## src/design/tmcr_pkg.sv

```systemverilog
// Purpose: Shared constants for the timer zero/one mode and count block
// Assumes: Byte-wide register port at eight-bit register addresses
// Notes: Registers sit at their printed special-function addresses
package tmcr_pkg;
    // Register addresses
    localparam logic [7:0] ADDR_MODE_SELECT = 8'h89;
    localparam logic [7:0] ADDR_ZERO_LOW = 8'h8a;
    localparam logic [7:0] ADDR_ONE_LOW = 8'h8b;
    localparam logic [7:0] ADDR_ZERO_HIGH = 8'h8c;
    localparam logic [7:0] ADDR_ONE_HIGH = 8'h8d;
    // Run, polarity and prescale bypass bits live here
    localparam logic [7:0] ADDR_AUX_CONTROL = 8'h8f;

    // Reset values
    localparam logic [7:0] MODE_RESET = 8'h00;
    localparam logic [7:0] COUNT_RESET = 8'h00;
    localparam logic [7:0] AUX_RESET = 8'h00;
    localparam logic [7:0] READ_IDLE = 8'h00;

    // Mode register field positions
    localparam int ZERO_MODE_LSB = 0;
    localparam int ZERO_CSEL_BIT = 2;
    localparam int ZERO_GATE_BIT = 3;
    localparam int ONE_MODE_LSB = 4;
    localparam int ONE_CSEL_BIT = 6;
    localparam int ONE_GATE_BIT = 7;

    // Auxiliary control field positions
    localparam int AUX_ZERO_RUN_BIT = 0;
    localparam int AUX_ONE_RUN_BIT = 1;
    localparam int AUX_ZERO_POL_BIT = 2;
    localparam int AUX_ONE_POL_BIT = 3;
    localparam int AUX_ZERO_BYP_BIT = 4;
    localparam int AUX_ONE_BYP_BIT = 5;
    // Bits above the used field read as zero
    localparam logic [7:0] AUX_WRITE_MASK = 8'h3f;

    // Internal timebase divider when the prescaler is not bypassed
    localparam int PRESCALE_DIV_DEFAULT = 12;

    // All-ones values of the five-bit low field in thirteen-bit mode and of a whole byte
    localparam logic [4:0] LOW5_ALL_ONES = 5'h1f;
    localparam logic [7:0] BYTE_ALL_ONES = 8'hff;

    // Operating modes of one timer
    typedef enum logic [1:0] {
        TMCR_MODE_13BIT,
        TMCR_MODE_16BIT,
        TMCR_MODE_8BIT_RELOAD,
        TMCR_MODE_SPLIT
    } tmcr_mode_t;
endpackage

```

## src/design/tmcr_core_if.sv

```systemverilog
// Purpose: Carrier between the register front end and one timer core
// Assumes: Single clock domain, all signals synchronous
// Notes: The ctl side drives enables and writes, the core returns counts
`timescale 1ns/1ps
interface tmcr_core_if;
    logic cnt_en; // Count one step of the low byte
    logic hi_en; // Count one step of the high byte in split mode
    tmcr_pkg::tmcr_mode_t mode; // Operating mode
    logic wr_lo; // Software write to the low byte
    logic wr_hi; // Software write to the high byte
    logic [7:0] wdata; // Write data for either byte
    logic [7:0] lo; // Current low byte
    logic [7:0] hi; // Current high byte
    logic ovf; // Pulse on overflow of the whole counter, or of the low byte in reload and split modes
    logic hi_ovf; // Pulse on high byte overflow in split mode

    modport ctl (
        output cnt_en, hi_en, mode, wr_lo, wr_hi, wdata,
        input lo, hi, ovf, hi_ovf
    );
    modport core (
        input cnt_en, hi_en, mode, wr_lo, wr_hi, wdata,
        output lo, hi, ovf, hi_ovf
    );
endinterface

```

## src/design/tmcr_core.sv

```systemverilog
// Purpose: One sixteen-bit counter with four operating modes
// Assumes: Enables come from the front end; each cycle an enable is high is one count step
// Notes: A software write wins over a count step in the same cycle
`timescale 1ns/1ps
module tmcr_core (
    input wire logic clock_in,
    input wire logic rstn_in,
    tmcr_core_if.core bus
);
    logic [7:0] lo_reg; // Low byte of the count
    logic [7:0] lo_next;
    logic [7:0] hi_reg; // High byte of the count
    logic [7:0] hi_next;
    logic ovf_reg; // Overflow pulse
    logic ovf_next;
    logic hovf_reg; // Split high byte overflow pulse
    logic hovf_next;

    // Increment terms and carries
    wire [7:0] lo_inc = lo_reg + 8'h01;
    wire [7:0] hi_inc = hi_reg + 8'h01;
    wire [4:0] lo5_inc = lo_reg[4:0] + 5'h01;
    wire lo_full = (lo_reg == tmcr_pkg::BYTE_ALL_ONES);
    wire hi_full = (hi_reg == tmcr_pkg::BYTE_ALL_ONES);
    wire lo5_full = (lo_reg[4:0] == tmcr_pkg::LOW5_ALL_ONES);

    // Next count from mode, enables and writes
    always_comb begin
        lo_next = lo_reg;
        hi_next = hi_reg;
        ovf_next = 1'b0;
        hovf_next = 1'b0;
        if (bus.cnt_en) begin
            case (bus.mode)
                tmcr_pkg::TMCR_MODE_13BIT: begin
                    // Five low bits carry into the high byte
                    lo_next = {lo_reg[7:5], lo5_inc};
                    if (lo5_full) begin
                        hi_next = hi_inc;
                        ovf_next = hi_full;
                    end
                end
                tmcr_pkg::TMCR_MODE_16BIT: begin
                    lo_next = lo_inc;
                    if (lo_full) begin
                        hi_next = hi_inc;
                        ovf_next = hi_full;
                    end
                end
                tmcr_pkg::TMCR_MODE_8BIT_RELOAD: begin
                    // Low byte reloads from the high byte on wrap
                    lo_next = lo_full ? hi_reg : lo_inc;
                    ovf_next = lo_full;
                end
                default: begin
                    // Split: low byte is a free eight-bit counter
                    lo_next = lo_inc;
                    ovf_next = lo_full;
                end
            endcase
        end
        // Split high byte runs on its own enable
        if (bus.hi_en && bus.mode == tmcr_pkg::TMCR_MODE_SPLIT) begin
            hi_next = hi_inc;
            hovf_next = hi_full;
        end
        // Software access takes priority over counting
        if (bus.wr_lo) begin
            lo_next = bus.wdata;
        end
        if (bus.wr_hi) begin
            hi_next = bus.wdata;
        end
    end

    // Count state
    always_ff @(posedge clock_in or negedge rstn_in) begin
        if (!rstn_in) begin
            lo_reg <= tmcr_pkg::COUNT_RESET;
            hi_reg <= tmcr_pkg::COUNT_RESET;
            ovf_reg <= 1'b0;
            hovf_reg <= 1'b0;
        end else begin
            lo_reg <= lo_next;
            hi_reg <= hi_next;
            ovf_reg <= ovf_next;
            hovf_reg <= hovf_next;
        end
    end

    assign bus.lo = lo_reg;
    assign bus.hi = hi_reg;
    assign bus.ovf = ovf_reg;
    assign bus.hi_ovf = hovf_reg;
endmodule

```

## src/design/tmcr_top.sv

```systemverilog
// Purpose: Mode and count registers for timers zero and one
// Assumes: Pins synchronous to clock_in; one-cycle read and write strobes
// Notes: Read data appear in the cycle after the read strobe only
//
// The implementer's own choice: the plain strobed port.
`timescale 1ns/1ps
module tmcr_top #(
    parameter int PRESCALE_DIV = tmcr_pkg::PRESCALE_DIV_DEFAULT
) (
    input wire logic clock_in,
    input wire logic rstn_in,
    input wire logic [7:0] addr_in,
    input wire logic [7:0] wdata_in,
    input wire logic wr_in,
    input wire logic rd_in,
    output logic [7:0] rdata_out,
    input wire logic timer_zero_count_pin_in,
    input wire logic timer_one_count_pin_in,
    input wire logic ext_irq_zero_input_in,
    input wire logic ext_irq_one_input_in,
    output logic timer_zero_ovf_out,
    output logic timer_zero_high_ovf_out,
    output logic timer_one_ovf_out
);
    localparam int PW = (PRESCALE_DIV > 1) ? $clog2(PRESCALE_DIV) : 1;
    localparam logic [PW-1:0] PRESC_LAST = PW'(PRESCALE_DIV - 1);
    localparam logic [PW-1:0] PRESC_ZERO = '0;

    logic [7:0] mode_reg; // Timer mode select register
    logic [7:0] aux_reg; // Run, polarity and prescale bypass bits
    logic [7:0] rdata_reg; // Registered read data
    logic [7:0] rdata_next;
    logic [PW-1:0] presc_reg; // Internal timebase divider
    logic pin0_prev_reg; // Previous level of count pin zero
    logic pin1_prev_reg; // Previous level of count pin one

    tmcr_core_if t0_if ();
    tmcr_core_if t1_if ();

    // Address match for a write
    function automatic logic wr_hit(input logic [7:0] a,
                                    input logic [7:0] target);
        wr_hit = (a == target);
    endfunction

    // Write strobes per register
    wire wr_mode = wr_in && wr_hit(addr_in, tmcr_pkg::ADDR_MODE_SELECT);
    wire wr_aux = wr_in && wr_hit(addr_in, tmcr_pkg::ADDR_AUX_CONTROL);
    wire wr_z_lo = wr_in && wr_hit(addr_in, tmcr_pkg::ADDR_ZERO_LOW);
    wire wr_o_lo = wr_in && wr_hit(addr_in, tmcr_pkg::ADDR_ONE_LOW);
    wire wr_z_hi = wr_in && wr_hit(addr_in, tmcr_pkg::ADDR_ZERO_HIGH);
    wire wr_o_hi = wr_in && wr_hit(addr_in, tmcr_pkg::ADDR_ONE_HIGH);

    // Mode register fields
    wire [1:0] z_mode = mode_reg[tmcr_pkg::ZERO_MODE_LSB +: 2];
    wire [1:0] o_mode = mode_reg[tmcr_pkg::ONE_MODE_LSB +: 2];
    wire z_csel = mode_reg[tmcr_pkg::ZERO_CSEL_BIT];
    wire o_csel = mode_reg[tmcr_pkg::ONE_CSEL_BIT];
    wire z_gate = mode_reg[tmcr_pkg::ZERO_GATE_BIT];
    wire o_gate = mode_reg[tmcr_pkg::ONE_GATE_BIT];

    // Auxiliary control fields
    wire z_run = aux_reg[tmcr_pkg::AUX_ZERO_RUN_BIT];
    wire o_run = aux_reg[tmcr_pkg::AUX_ONE_RUN_BIT];
    wire z_pol = aux_reg[tmcr_pkg::AUX_ZERO_POL_BIT];
    wire o_pol = aux_reg[tmcr_pkg::AUX_ONE_POL_BIT];
    wire z_byp = aux_reg[tmcr_pkg::AUX_ZERO_BYP_BIT];
    wire o_byp = aux_reg[tmcr_pkg::AUX_ONE_BYP_BIT];

    // Interrupt pin is active when its level equals the polarity bit
    wire z_irq_act = (ext_irq_zero_input_in == z_pol);
    wire o_irq_act = (ext_irq_one_input_in == o_pol);

    // Run qualified by optional pin gating
    wire z_allow = z_run && (!z_gate || z_irq_act);
    wire o_allow = o_run && (!o_gate || o_irq_act);

    // Falling edges on the external count pins
    wire z_fall = pin0_prev_reg && !timer_zero_count_pin_in;
    wire o_fall = pin1_prev_reg && !timer_one_count_pin_in;

    // Internal timebase: every clock when bypassed, else divided
    wire presc_tick = (presc_reg == PRESC_LAST);
    wire z_tick = z_byp || presc_tick;
    wire o_tick = o_byp || presc_tick;

    // Count source select per timer
    wire z_src = z_csel ? z_fall : z_tick;
    wire o_src = o_csel ? o_fall : o_tick;

    // Timer one stops while it is in the inactive mode
    wire o_active = (o_mode != 2'(tmcr_pkg::TMCR_MODE_SPLIT));
    // Split timer zero high byte borrows timer one's run bit
    wire z_split = (z_mode == 2'(tmcr_pkg::TMCR_MODE_SPLIT));

    // Drive timer zero core
    assign t0_if.cnt_en = z_allow && z_src;
    assign t0_if.hi_en = z_split && o_run && z_tick;
    assign t0_if.mode = tmcr_pkg::tmcr_mode_t'(z_mode);
    assign t0_if.wr_lo = wr_z_lo;
    assign t0_if.wr_hi = wr_z_hi;
    assign t0_if.wdata = wdata_in;

    // Drive timer one core
    assign t1_if.cnt_en = o_active && o_allow && o_src;
    assign t1_if.hi_en = 1'b0;
    assign t1_if.mode = tmcr_pkg::tmcr_mode_t'(o_mode);
    assign t1_if.wr_lo = wr_o_lo;
    assign t1_if.wr_hi = wr_o_hi;
    assign t1_if.wdata = wdata_in;

    // Timer zero counter
    tmcr_core u_timer_zero (
        .clock_in(clock_in),
        .rstn_in(rstn_in),
        .bus(t0_if.core)
    );

    // Timer one counter
    tmcr_core u_timer_one (
        .clock_in(clock_in),
        .rstn_in(rstn_in),
        .bus(t1_if.core)
    );

    // Read selection; unmapped addresses read zero
    always_comb begin
        rdata_next = tmcr_pkg::READ_IDLE;
        if (!rd_in) begin
            rdata_next = tmcr_pkg::READ_IDLE;
        end else if (addr_in == tmcr_pkg::ADDR_MODE_SELECT) begin
            rdata_next = mode_reg;
        end else if (addr_in == tmcr_pkg::ADDR_ZERO_LOW) begin
            rdata_next = t0_if.lo;
        end else if (addr_in == tmcr_pkg::ADDR_ONE_LOW) begin
            rdata_next = t1_if.lo;
        end else if (addr_in == tmcr_pkg::ADDR_ZERO_HIGH) begin
            rdata_next = t0_if.hi;
        end else if (addr_in == tmcr_pkg::ADDR_ONE_HIGH) begin
            rdata_next = t1_if.hi;
        end else if (addr_in == tmcr_pkg::ADDR_AUX_CONTROL) begin
            rdata_next = aux_reg;
        end
    end

    // Configuration registers
    always_ff @(posedge clock_in or negedge rstn_in) begin
        if (!rstn_in) begin
            mode_reg <= tmcr_pkg::MODE_RESET;
            aux_reg <= tmcr_pkg::AUX_RESET;
        end else begin
            if (wr_mode) begin
                mode_reg <= wdata_in;
            end
            if (wr_aux) begin
                aux_reg <= wdata_in & tmcr_pkg::AUX_WRITE_MASK;
            end
        end
    end

    // Read data, prescaler and pin history
    always_ff @(posedge clock_in or negedge rstn_in) begin
        if (!rstn_in) begin
            rdata_reg <= tmcr_pkg::READ_IDLE;
            presc_reg <= PRESC_ZERO;
            // Low start avoids a false edge right after reset
            pin0_prev_reg <= 1'b0;
            pin1_prev_reg <= 1'b0;
        end else begin
            rdata_reg <= rdata_next;
            presc_reg <= presc_tick ? PRESC_ZERO : presc_reg + PW'(1);
            pin0_prev_reg <= timer_zero_count_pin_in;
            pin1_prev_reg <= timer_one_count_pin_in;
        end
    end

    assign rdata_out = rdata_reg;
    assign timer_zero_ovf_out = t0_if.ovf;
    assign timer_zero_high_ovf_out = t0_if.hi_ovf;
    assign timer_one_ovf_out = t1_if.ovf;
endmodule

```

## config.mk

```make
export PLATFORM = sky130hd
export DESIGN_NAME = tmcr_top
export DESIGN_NICKNAME = d
export VERILOG_FILES = /design/src/design/tmcr_pkg.sv /design/src/design/tmcr_core_if.sv /design/src/design/tmcr_core.sv /design/src/design/tmcr_top.sv
export SDC_FILE = /design/constraint.sdc
export NUM_CORES = 1
export LEC_CHECK = 0
export BUFFER_PORTS_ARGS = -buffer_cell sky130_fd_sc_hd__buf_2
export CORE_MARGIN = 3
export CORE_UTILIZATION = 50
export CTS_CLUSTER_SIZE = 40
export DETAILED_ROUTE_END_ITERATION = 10
export PLACE_DENSITY = 0.69
export SYNTH_ARGS = -nofsm -noshare
export SYNTH_HDL_FRONTEND = slang
export SYNTH_SLANG_ARGS = --single-unit
```

## constraint.sdc

```tcl
create_clock -name clock_in -period 2.6 [get_ports clock_in]
set_input_delay 0.39 -clock clock_in [delete_from_list [all_inputs] [get_ports clock_in]]
set_output_delay 0.39 -clock clock_in [all_outputs]
set_load 0.005 [all_outputs]
```

==> results of run 1 <==
-- worst max path at each step --
stage,slack [ns],end,cells after the start
3_3_place_gp,0.31,u_timer_one.bus.hi[5]$_DFFE_PN0P_,10
3_5_place_dp,0.23,u_timer_one.bus.hi[6]$_DFFE_PN0P_,10
2_1_floorplan,0.42,u_timer_one.bus.hi[5]$_DFFE_PN0P_,10
6_report,0.24,u_timer_one.bus.hi[6]$_DFFE_PN0P_,10
4_1_cts,0.21,u_timer_one.bus.hi[6]$_DFFE_PN0P_,10
5_1_grt,0.03,u_timer_one.bus.hi[6]$_DFFE_PN0P_,10
-- critical path: cells and delay by family (launching register included) --
kind	cells	cell delay [ns]
AND/OR/NAND/NOR	4	1.02
flip-flops	1	0.44
adder cells (fa/ha/maj)	2	0.36
AO/OA/AOI/OAI	2	0.16
XOR/XNOR	1	0.15
buffers and inverters	1	0.11
-- cells in the mapped netlist (9+ instances only) --
cell type	count
nand3_1	16
dfrtp_1	63
nor2b_1	9
xnor2_1	16
a21oi_1	36
o21ai_0	35
clkbuf_1	17
nor2_1	53
mux2i_1	14
nand2_1	52
mux2_2	11
nor3_1	9
-- through the flow --
step	setup slack, ns	total power (µW)
finish	0.244	2310
global route	0.0324	2420
CTS	0.208	2320
detailed placement	0.228	1470
global placement	0.309	1460
floorplan	0.423	1330
-- where the power goes --
| group | internal (µW) | switching, µW | total [µW] |
|---|---|---|---|
| registers | 1040 | 98.2 | 1140 |
| logic | 141 | 176 | 317 |
| clock network | 464 | 394 | 858 |
-- kinds of logic (layout without fill, tap and decap cells) --
kind of cell / Yosys count / after routing / synth area share (%)
and+or+nand+nor: 173 / 173 / 22.1
AOI/OAI and AO/OA: 106 / 106 / 17.0
DFF: 63 / 63 / 40.9
muxes: 33 / 33 / 9.96
buffers and inverters: 29 / 75 / 3.08
xor gates and xnor gates: 21 / 21 / 4.77
adders and majority gates: 7 / 7 / 2.27
-- layout make-up --
| class | count | area, µm² | share of cell area, % |
|---|---|---|---|
| timing repair buffer | 51 | 310 | 7.04 |
| tap | 99 | 124 | 2.81 |
| inverter | 8 | 30.0 | 0.681 |
| sequential | 63 | 1580 | 35.8 |
| multi-input combinational | 340 | 2170 | 49.2 |
| clock inverter | 6 | 60.1 | 1.36 |
| clock buffer | 10 | 138 | 3.12 |
-- routing by layer --
layer | up-vias | GRT usage (%) | part of all wire, %
met4 | 0 | 13.5 | 3.9
met3 | 28 | 3.61 | 7.4
met1 | 1645 | 36.1 | 45
met2 | 162 | 38.0 | 43
li1 | 1624 | - | -
met5 | - | 0 | 0
-- what timing repair did --
item                                    4_1_cts  5_1_grt
resized for setup                             0        1
setup buffers                                 0        0
endpoints found under the setup margin        0        2
hold buffers                                  0        0
==> impl_metrics.csv, run 1 <==
group,metric,value,unit
status,status,"complete, no violations",
worst_setup_path,reg2reg_setup_slack,0.24,ns
worst_setup_path,regToRegEndpoint,"u_timer_one.bus.hi[6]$_DFFE_PN0P_",
placement,dpl-instance-area,4210,µm²
power,power_density,525,nW/µm²
finish,final_cell_mix,"dfrtp_1 (63), nor2_1 (53), nand2_1 (52), a21oi_1 (36), o21ai_0 (35)",
finish,drive_gt1_share,20.1,%
drt,drc_errors,0,
cts,root_buffer,"clkbuf_8",
synthesis,yosys_warnings,0,
hold_path,hp-class,"primary input to async pin",
finish,final_cell_count_no_fill,577,
sta,relSlewSlack,50.0,%
sta,setup_viol,0,
drt,avgViaCountPerCell,5.99,
drt,routedWlPerCell,18.5,µm
worst_setup_path,r2r-start,"u_timer_one.bus.lo[0]$_DFFE_PN0P_",
worst_setup_path,required,2.83,ns
global_route,grt_first_pass_wirelength,17.1,mm
floorplanning,die_area,8800,µm²
worst_setup_path,cp-start-kind,"flop",
floorplanning,initial_core_util,52.3,%
finish,fin_util,59.8,%
synthesis,yosysTopAreaCell,"dfrtp_1",
synthesis,yosysTopAreaCellShare,40.9,%
finish,area_growth,14.3,%
drt,drtIter0Drc,336,
synthesis,syn_area,3860,µm²
sta,final-hold-violation-count,0,
cts,cts_buffers,9,
sta,setup_tns,0,ns
power,ir_drop,316,µV
synthesis,synth_ff_type,"dfrtp_1",
finish,final_area,4410,µm²
worst_setup_path,crit_start,"u_timer_one.bus.lo[0]$_DFFE_PN0P_",
floorplanning,io_pins,35,
finish,final_common_cell,"dfrtp_1",
synthesis,ys_ff_latch,63,
worst_setup_path,setup.worst_path.class,"flop to flop",
worst_setup_path,crit_top_cell,"ha_1",
worst_setup_path,cp.arrival,2.58,ns
sta,hold-worst-slack,0.112,ns
drt,ant_nets,0,
floorplanning,die_height,93.8,µm
global_route,grt_max_degree,34,
cts,clockBufferDepth,2,
sta,fin_crit,2.36,ns
sta,worstMarginPinSlew,0.750,ns
finish,diodes,0,
floorplanning,fp.coreArea,7370,µm²
sta,period_share,90.6,%
worst_setup_path,endpoint_kind,"flop",
sta,rsz0062_at_grt,"false",
synthesis,syn-instance-count,432,
cts,clk_latency,0.34,ns
cts,htree_levels,3,
placement,dp_hpwl,7.61,mm
global_route,grt_pass1_vias,3289,
placement,routabilityCongestion,0.920,
finish,fill_cells,681,
global_route,gr-total-overflow,0,
placement,place_inst,561,
flow_run,drv_cap,0,
synthesis,synth.top_cells.by_area,"dfrtp_1 (41%), nor2_1 (5.2%), nand2_1 (5.1%)",
global_route,grt_usage,25.6,%
synthesis,async_flop_share,100,%
synthesis,synth_edf_count,0,
worst_setup_path,cp_cell_sequence,"ha_1, nand3_1, inv_1, ha_1, nor2b_1, a41oi_1, or4b_4, nor3_1, xnor2_1, a21oi_1",
worst_setup_path,crit_path_max_fanout,6,
cts,clkTransAtPathRegs,0.08,ns
synthesis,yosysSeqAreaShare,40.9,%
synthesis,syn_nets,463,
floorplanning,fp.dieW,93.8,µm
drt,via_count,3459,
sta,final_max_slew_viol_count,0,
worst_setup_path,slowest_stage,"or4b_4",
drt,drtPass1Iterations,5,
worst_setup_path,reg2reg_depth,10,
drt,finalWirelength,10.7,mm
worst_setup_path,max_stage_delay,0.56,ns
global_route,antenna_found_initial,0,
cts,cts.sinks,63,
cts,cts_tree,"yes",
sta,fmax,424,MHz
placement,io_buffer_count,34,
sta,skew,0.0100,ns
synthesis,syn_avg_cell_area,8.93,µm²
power,p_leak,0.00191,µW
finish,finalNetCount,504,
floorplanning,rows,31,
synthesis,yosysUniqueCellTypes,54,
Note: power is estimated with default switching activity, not from simulation.
==> run 2, diff against run 1 <==
Settings changed: CORE_MARGIN 3 to default.
==> impl_metrics.csv, run 2 (synthesized netlist as in run 1, its figures left out) <==
group,metric,value,unit
status,status,"complete, no violations",
global_route,grt_pass1_vias,3350,
worst_setup_path,required,2.84,ns
worst_setup_path,cp-start-kind,"flop",
worst_setup_path,crit_family,"simple AND/OR/NAND/NOR gates",
drt,wl_met2,4.88,mm
floorplanning,initial_core_util,52.3,%
worst_setup_path,crit_path_max_fanout,6,
power,power_density,526,nW/µm²
flow_run,drv_cap,0,
power,power,2300,µW
finish,area_growth,13.4,%
drt,drtIter0Drc,362,
cts,cts.sinks,63,
drt,drc_errors,0,
cts,root_buffer,"clkbuf_8",
worst_setup_path,critPathBufInv,1,
drt,avgViaCountPerCell,6.17,
worst_setup_path,reg2reg_setup_slack,0.24,ns
sta,rsz0062_at_grt,"false",
finish,finalNetCount,502,
drt,ant_nets,0,
worst_setup_path,cp_cell_sequence,"ha_1, nand3_1, inv_1, ha_1, nor2b_1, a41oi_1, or4b_4, nor3_2, xnor2_1, a21oi_1",
sta,fin_crit,2.36,ns
drt,via_count,3536,
finish,drive_gt1_share,19.6,%
cts,hold_buffers,0,
floorplanning,io_pins,35,
floorplanning,rows,31,
sta,final-hold-violation-count,0,
sta,skew,0.00747,ns
worst_setup_path,crit_top_cell,"ha_1",
placement,io_buffer_count,34,
finish,diodes,0,
cts,clk_latency,0.35,ns
cts,htree_levels,3,
cts,clkTransAtPathRegs,0.07,ns
power,p_leak,0.00190,µW
worst_setup_path,endpoint_kind,"flop",
global_route,gr-total-overflow,0,
floorplanning,fp.dieW,89.8,µm
drt,drt-met1-wl,4.73,mm
placement,dp_hpwl,7.61,mm
floorplanning,die_area,8070,µm²
sta,setup_tns,0,ns
floorplanning,fp.coreArea,7370,µm²
cts,cts_tree,"yes",
global_route,grt_max_degree,27,
global_route,antenna_found_initial,0,
sta,fmax,423,MHz
finish,final_common_cell,"dfrtp_1",
hold_path,hp-class,"primary input to async pin",
power,ir_drop,257,µV
worst_setup_path,max_stage_delay,0.56,ns
floorplanning,die_height,89.8,µm
sta,setup_viol,0,
finish,final_cell_mix,"dfrtp_1 (63), nor2_1 (53), nand2_1 (52), a21oi_1 (36), o21ai_0 (35)",
cts,cts_buffers,9,
cts,clockBufferDepth,2,
worst_setup_path,setup.worst_path.class,"flop to flop",
sta,worstMarginPinSlew,0.602,ns
drt,drtPass1Iterations,5,
placement,routabilityCongestion,0.936,
sta,final_max_slew_viol_count,0,
drt,routed.top_layer,"met4",
sta,period_share,90.8,%
sta,relSlewSlack,59.7,%
global_route,grt_first_pass_wirelength,17.5,mm
worst_setup_path,slowest_stage,"or4b_4",
drt,finalWirelength,10.8,mm
drt,routedWlPerCell,18.9,µm
drt,wl_met3,917,µm
global_route,grt_usage,28.3,%
worst_setup_path,cp.arrival,2.60,ns
## run 2: final timing paths
check / startpoint / to / cells after the start
min in group clock_in: timer_one_count_pin_in / pin1_prev_reg$_DFF_PN0_ / 1
max reg2reg: u_timer_one.bus.lo[0]$_DFFE_PN0P_ / u_timer_one.bus.hi[5]$_DFFE_PN0P_ / 10
min reg2reg: presc_reg[0]$_DFF_PN0_ / presc_reg[0]$_DFF_PN0_ / 1
max: u_timer_one.bus.lo[0]$_DFFE_PN0P_ / u_timer_one.bus.hi[5]$_DFFE_PN0P_ / 10
min: rstn_in / presc_reg[3]$_DFF_PN0_ / 1
max in group asynchronous: rstn_in / u_timer_one.bus.lo[1]$_DFFE_PN0P_ / 2
## run 2: final cells by class
class	count	area, µm²
fill	648	3000
clock buffer	10	138
timing repair buffer	49	283
clock inverter	4	47.5
tap	99	124
sequential	63	1580
inverter	8	30.0
multi-input combinational	340	2170
## run 2: through the flow
stage / cells / worst slack (ns) / utilization, % / area, µm² / hold WS (ns)
floorplan: 432 / 0.423 / - / 3860 / 0.0944
global placement: 559 / 0.274 / 56.7 / 4180 / 0.414
detailed placement: 559 / 0.219 / 56.7 / 4180 / 0.433
CTS: 573 / 0.199 / 59.2 / 4370 / 0.0468
global route: 573 / 0.0628 / 59.3 / 4370 / 0.0764
finish: 573 / 0.239 / 59.3 / 4370 / 0.0341
## run 2: what timing repair did
item	4_1_cts	5_1_grt
setup endpoints to repair	0	2
resized for setup	0	2
buffers inserted	0	0
## run 2: power breakdown
part	switching, µW	internal [µW]	leakage, µW	total [µW]
Clock	375	454	0.0000940	829
Combinational	187	146	0.00101	333
Sequential	96.6	1040	0.000797	1140
Total	659	1640	0.00190	2300
## run 2: routing by layer
layer | vias up | GRT usage [%]
met1 | 1713 | 39.3
met3 | 26 | 5.58
met2 | 181 | 42.9
met4 | 0 | 12.0
met5 | - | 0
li1 | 1616 | -
==> run 3, diff against run 2 <==
--- a/config.mk
+++ b/config.mk
@@ -9,3 +9,3 @@
 export CORE_UTILIZATION = 50
-export CTS_CLUSTER_SIZE = 40
+export CTS_CLUSTER_SIZE = 8
 export DETAILED_ROUTE_END_ITERATION = 10
==> constraint.sdc (replaced) <==
create_clock -name clock_in -period 2.6 [get_ports clock_in]
set_input_delay 0.52 -clock clock_in [delete_from_list [all_inputs] [get_ports clock_in]]
set_output_delay 0.52 -clock clock_in [all_outputs]
set_load 0.005 [all_outputs]
==> impl_metrics.csv, run 3 (synthesized netlist as in run 1, its figures left out) <==
group,metric,value,unit
cts,cts_buffers,9,
drt,routedWlPerCell,18.2,µm
drt,via_count,3489,
cts,cts_setup_buffers,0,
cts,cts.sinks,63,
status,status,"complete, no violations",
finish,fill_cells,659,
global_route,antenna_found_initial,0,
global_route,grt_usage,27.5,%
finish,regArea,1580,µm²
power,p_sw,657,µW
drt,ant_nets,0,
sta,skew,0.00474,ns
finish,final_cell_count_no_fill,577,
drt,avgViaCountPerCell,6.05,
sta,worstMarginPinSlew,0.572,ns
flow_run,drv_cap,0,
sta,fin_crit,2.41,ns
worst_setup_path,slowest_stage,"nand2b_1",
finish,final_common_cell,"dfrtp_1",
sta,fmax,415,MHz
worst_setup_path,crit_path_max_fanout,13,
power,seq_power_share,49.2,%
placement,routabilityCongestion,0.925,
floorplanning,die_height,89.8,µm
worst_setup_path,critPathBufInv,0,
finish,final_area,4410,µm²
placement,dpl-instance-area,4210,µm²
cts,root_buffer,"clkbuf_8",
finish,area_growth,14.3,%
floorplanning,fp.coreArea,7370,µm²
cts,hold_buffers,0,
floorplanning,initial_core_util,52.3,%
power,p_leak,0.00192,µW
worst_setup_path,crit_start,"presc_reg[0]$_DFF_PN0_",
floorplanning,io_pins,35,
floorplanning,fp.dieW,89.8,µm
finish,diodes,0,
worst_setup_path,required,2.83,ns
cts,htree_levels,3,
worst_setup_path,max_stage_delay,0.50,ns
finish,finalNetCount,504,
cts,clkTransAtPathRegs,0.07,ns
power,ir_drop,246,µV
power,p_int,1660,µW
worst_setup_path,crit_family,"simple AND/OR/NAND/NOR gates",
finish,multi_input_area,2180,µm²
cts,clk_latency,0.34,ns
power,pwr-share-comb,14.5,%
placement,io_buffer_count,34,
placement,dp_hpwl,7.44,mm
sta,rsz0062_at_grt,"false",
cts,clockBufferDepth,2,
global_route,gr-total-overflow,0,
finish,final_cell_mix,"dfrtp_1 (63), nor2_1 (53), nand2_1 (52), a21oi_1 (36), o21ai_0 (35)",
sta,period_share,92.6,%
worst_setup_path,cp-start-kind,"flop",
power,power_density,525,nW/µm²
global_route,grt_pass1_vias,3295,
worst_setup_path,cp_cell_sequence,"ha_1, and3b_1, nor3_1, nand2b_1, o21ai_0, mux2_2",
worst_setup_path,setup.worst_path.class,"flop to flop",
worst_setup_path,r2r-start,"presc_reg[0]$_DFF_PN0_",
power,power.clock.fraction,36.4,%
sta,setup_viol,0,
power,p_sw_share,28.4,%
drt,finalWirelength,10.5,mm
global_route,grt_first_pass_wirelength,17.1,mm
worst_setup_path,endpoint_kind,"flop",
floorplanning,rows,31,
sta,relSlewSlack,61.7,%
drt,drtIter0Drc,318,
sta,final_max_slew_viol_count,0,
global_route,grt_max_degree,64,
sta,setup_tns,0,ns
floorplanning,die_area,8070,µm²
placement,place_inst,561,
hold_path,hp-class,"primary input to async pin",
worst_setup_path,cp.arrival,2.63,ns
cts,ctsResizeCount,0,
drt,drc_errors,0,
finish,drive_gt1_share,19.9,%
drt,drtPass1Iterations,5,
sta,final-hold-violation-count,0,
cts,cts_tree,"yes",
-- run 3: cell count changes in the layout (fill, tap and decap cells not counted) --
cell	previous run	this run
nand2b_1	5	6
buf_12	0	1
clkbuf_1	0	2
nand2b_2	1	0
clkinvlp_4	1	0
nor3_1	9	8
nor3_2	1	2
clkinv_2	2	3
buf_4	15	16
-- run 3: worst paths after layout --
kind | end | slack (ns) | cells after the start
worst min-delay path | pin0_prev_reg$_DFF_PN0_ | 0.19 | 2
min in group clock_in | pin1_prev_reg$_DFF_PN0_ | 0.29 | 1
max in group asynchronous | u_timer_one.bus.ovf$_DFF_PN0_ | 2.14 | 2
worst min register to register | presc_reg[0]$_DFF_PN0_ | 0.50 | 1
worst max register to register | u_timer_one.bus.lo[3]$_DFFE_PN0P_ | 0.19 | 6
worst max-delay path | u_timer_one.bus.lo[3]$_DFFE_PN0P_ | 0.19 | 6
-- run 3: metal layers --
| metal | vias to the layer above | global-route usage (%) | wire length, µm |
|---|---|---|---|
| li1 | 1620 | - | - |
| met1 | 1667 | 39.4 | 4830 |
| met2 | 172 | 39.7 | 4580 |
| met3 | 30 | 4.65 | 745 |
| met4 | 0 | 14.8 | 348 |
| met5 | - | 0 | 0 |
-- run 3: power by group through the flow --
stage / clock (µW) / sequential (µW) / combinational, µW
after detailed placement: 0 / 1150 / 329
after global placement: 0 / 1150 / 318
after CTS: 858 / 1130 / 331
final: 841 / 1140 / 335
after floorplan: 0 / 1120 / 207
after global routing: 905 / 1150 / 375
-- run 3: per-stage QoR --
step           hold WS [ns]  power [µW]  setup slack [ns]  utilization [%]
4_1_cts               0.193        2320             0.213             59.7
6_report              0.185        2310             0.193             59.8
5_1_grt               0.214        2430            0.0330             59.8
3_3_place_gp          0.445        1470             0.201             57.1
3_5_place_dp          0.489        1480             0.170             57.1
2_1_floorplan         0.224        1330             0.342                -
-- run 3: cell type report --
type                            instances  area share [%]
Multi-Input combinational cell        340            49.4
Sequential cell                        63            35.8
Timing Repair Buffer                   51            7.04
Clock buffer                           12            3.29
Tap cell                               99            2.81
Clock inverter                          4            1.02
Inverter                                8           0.681
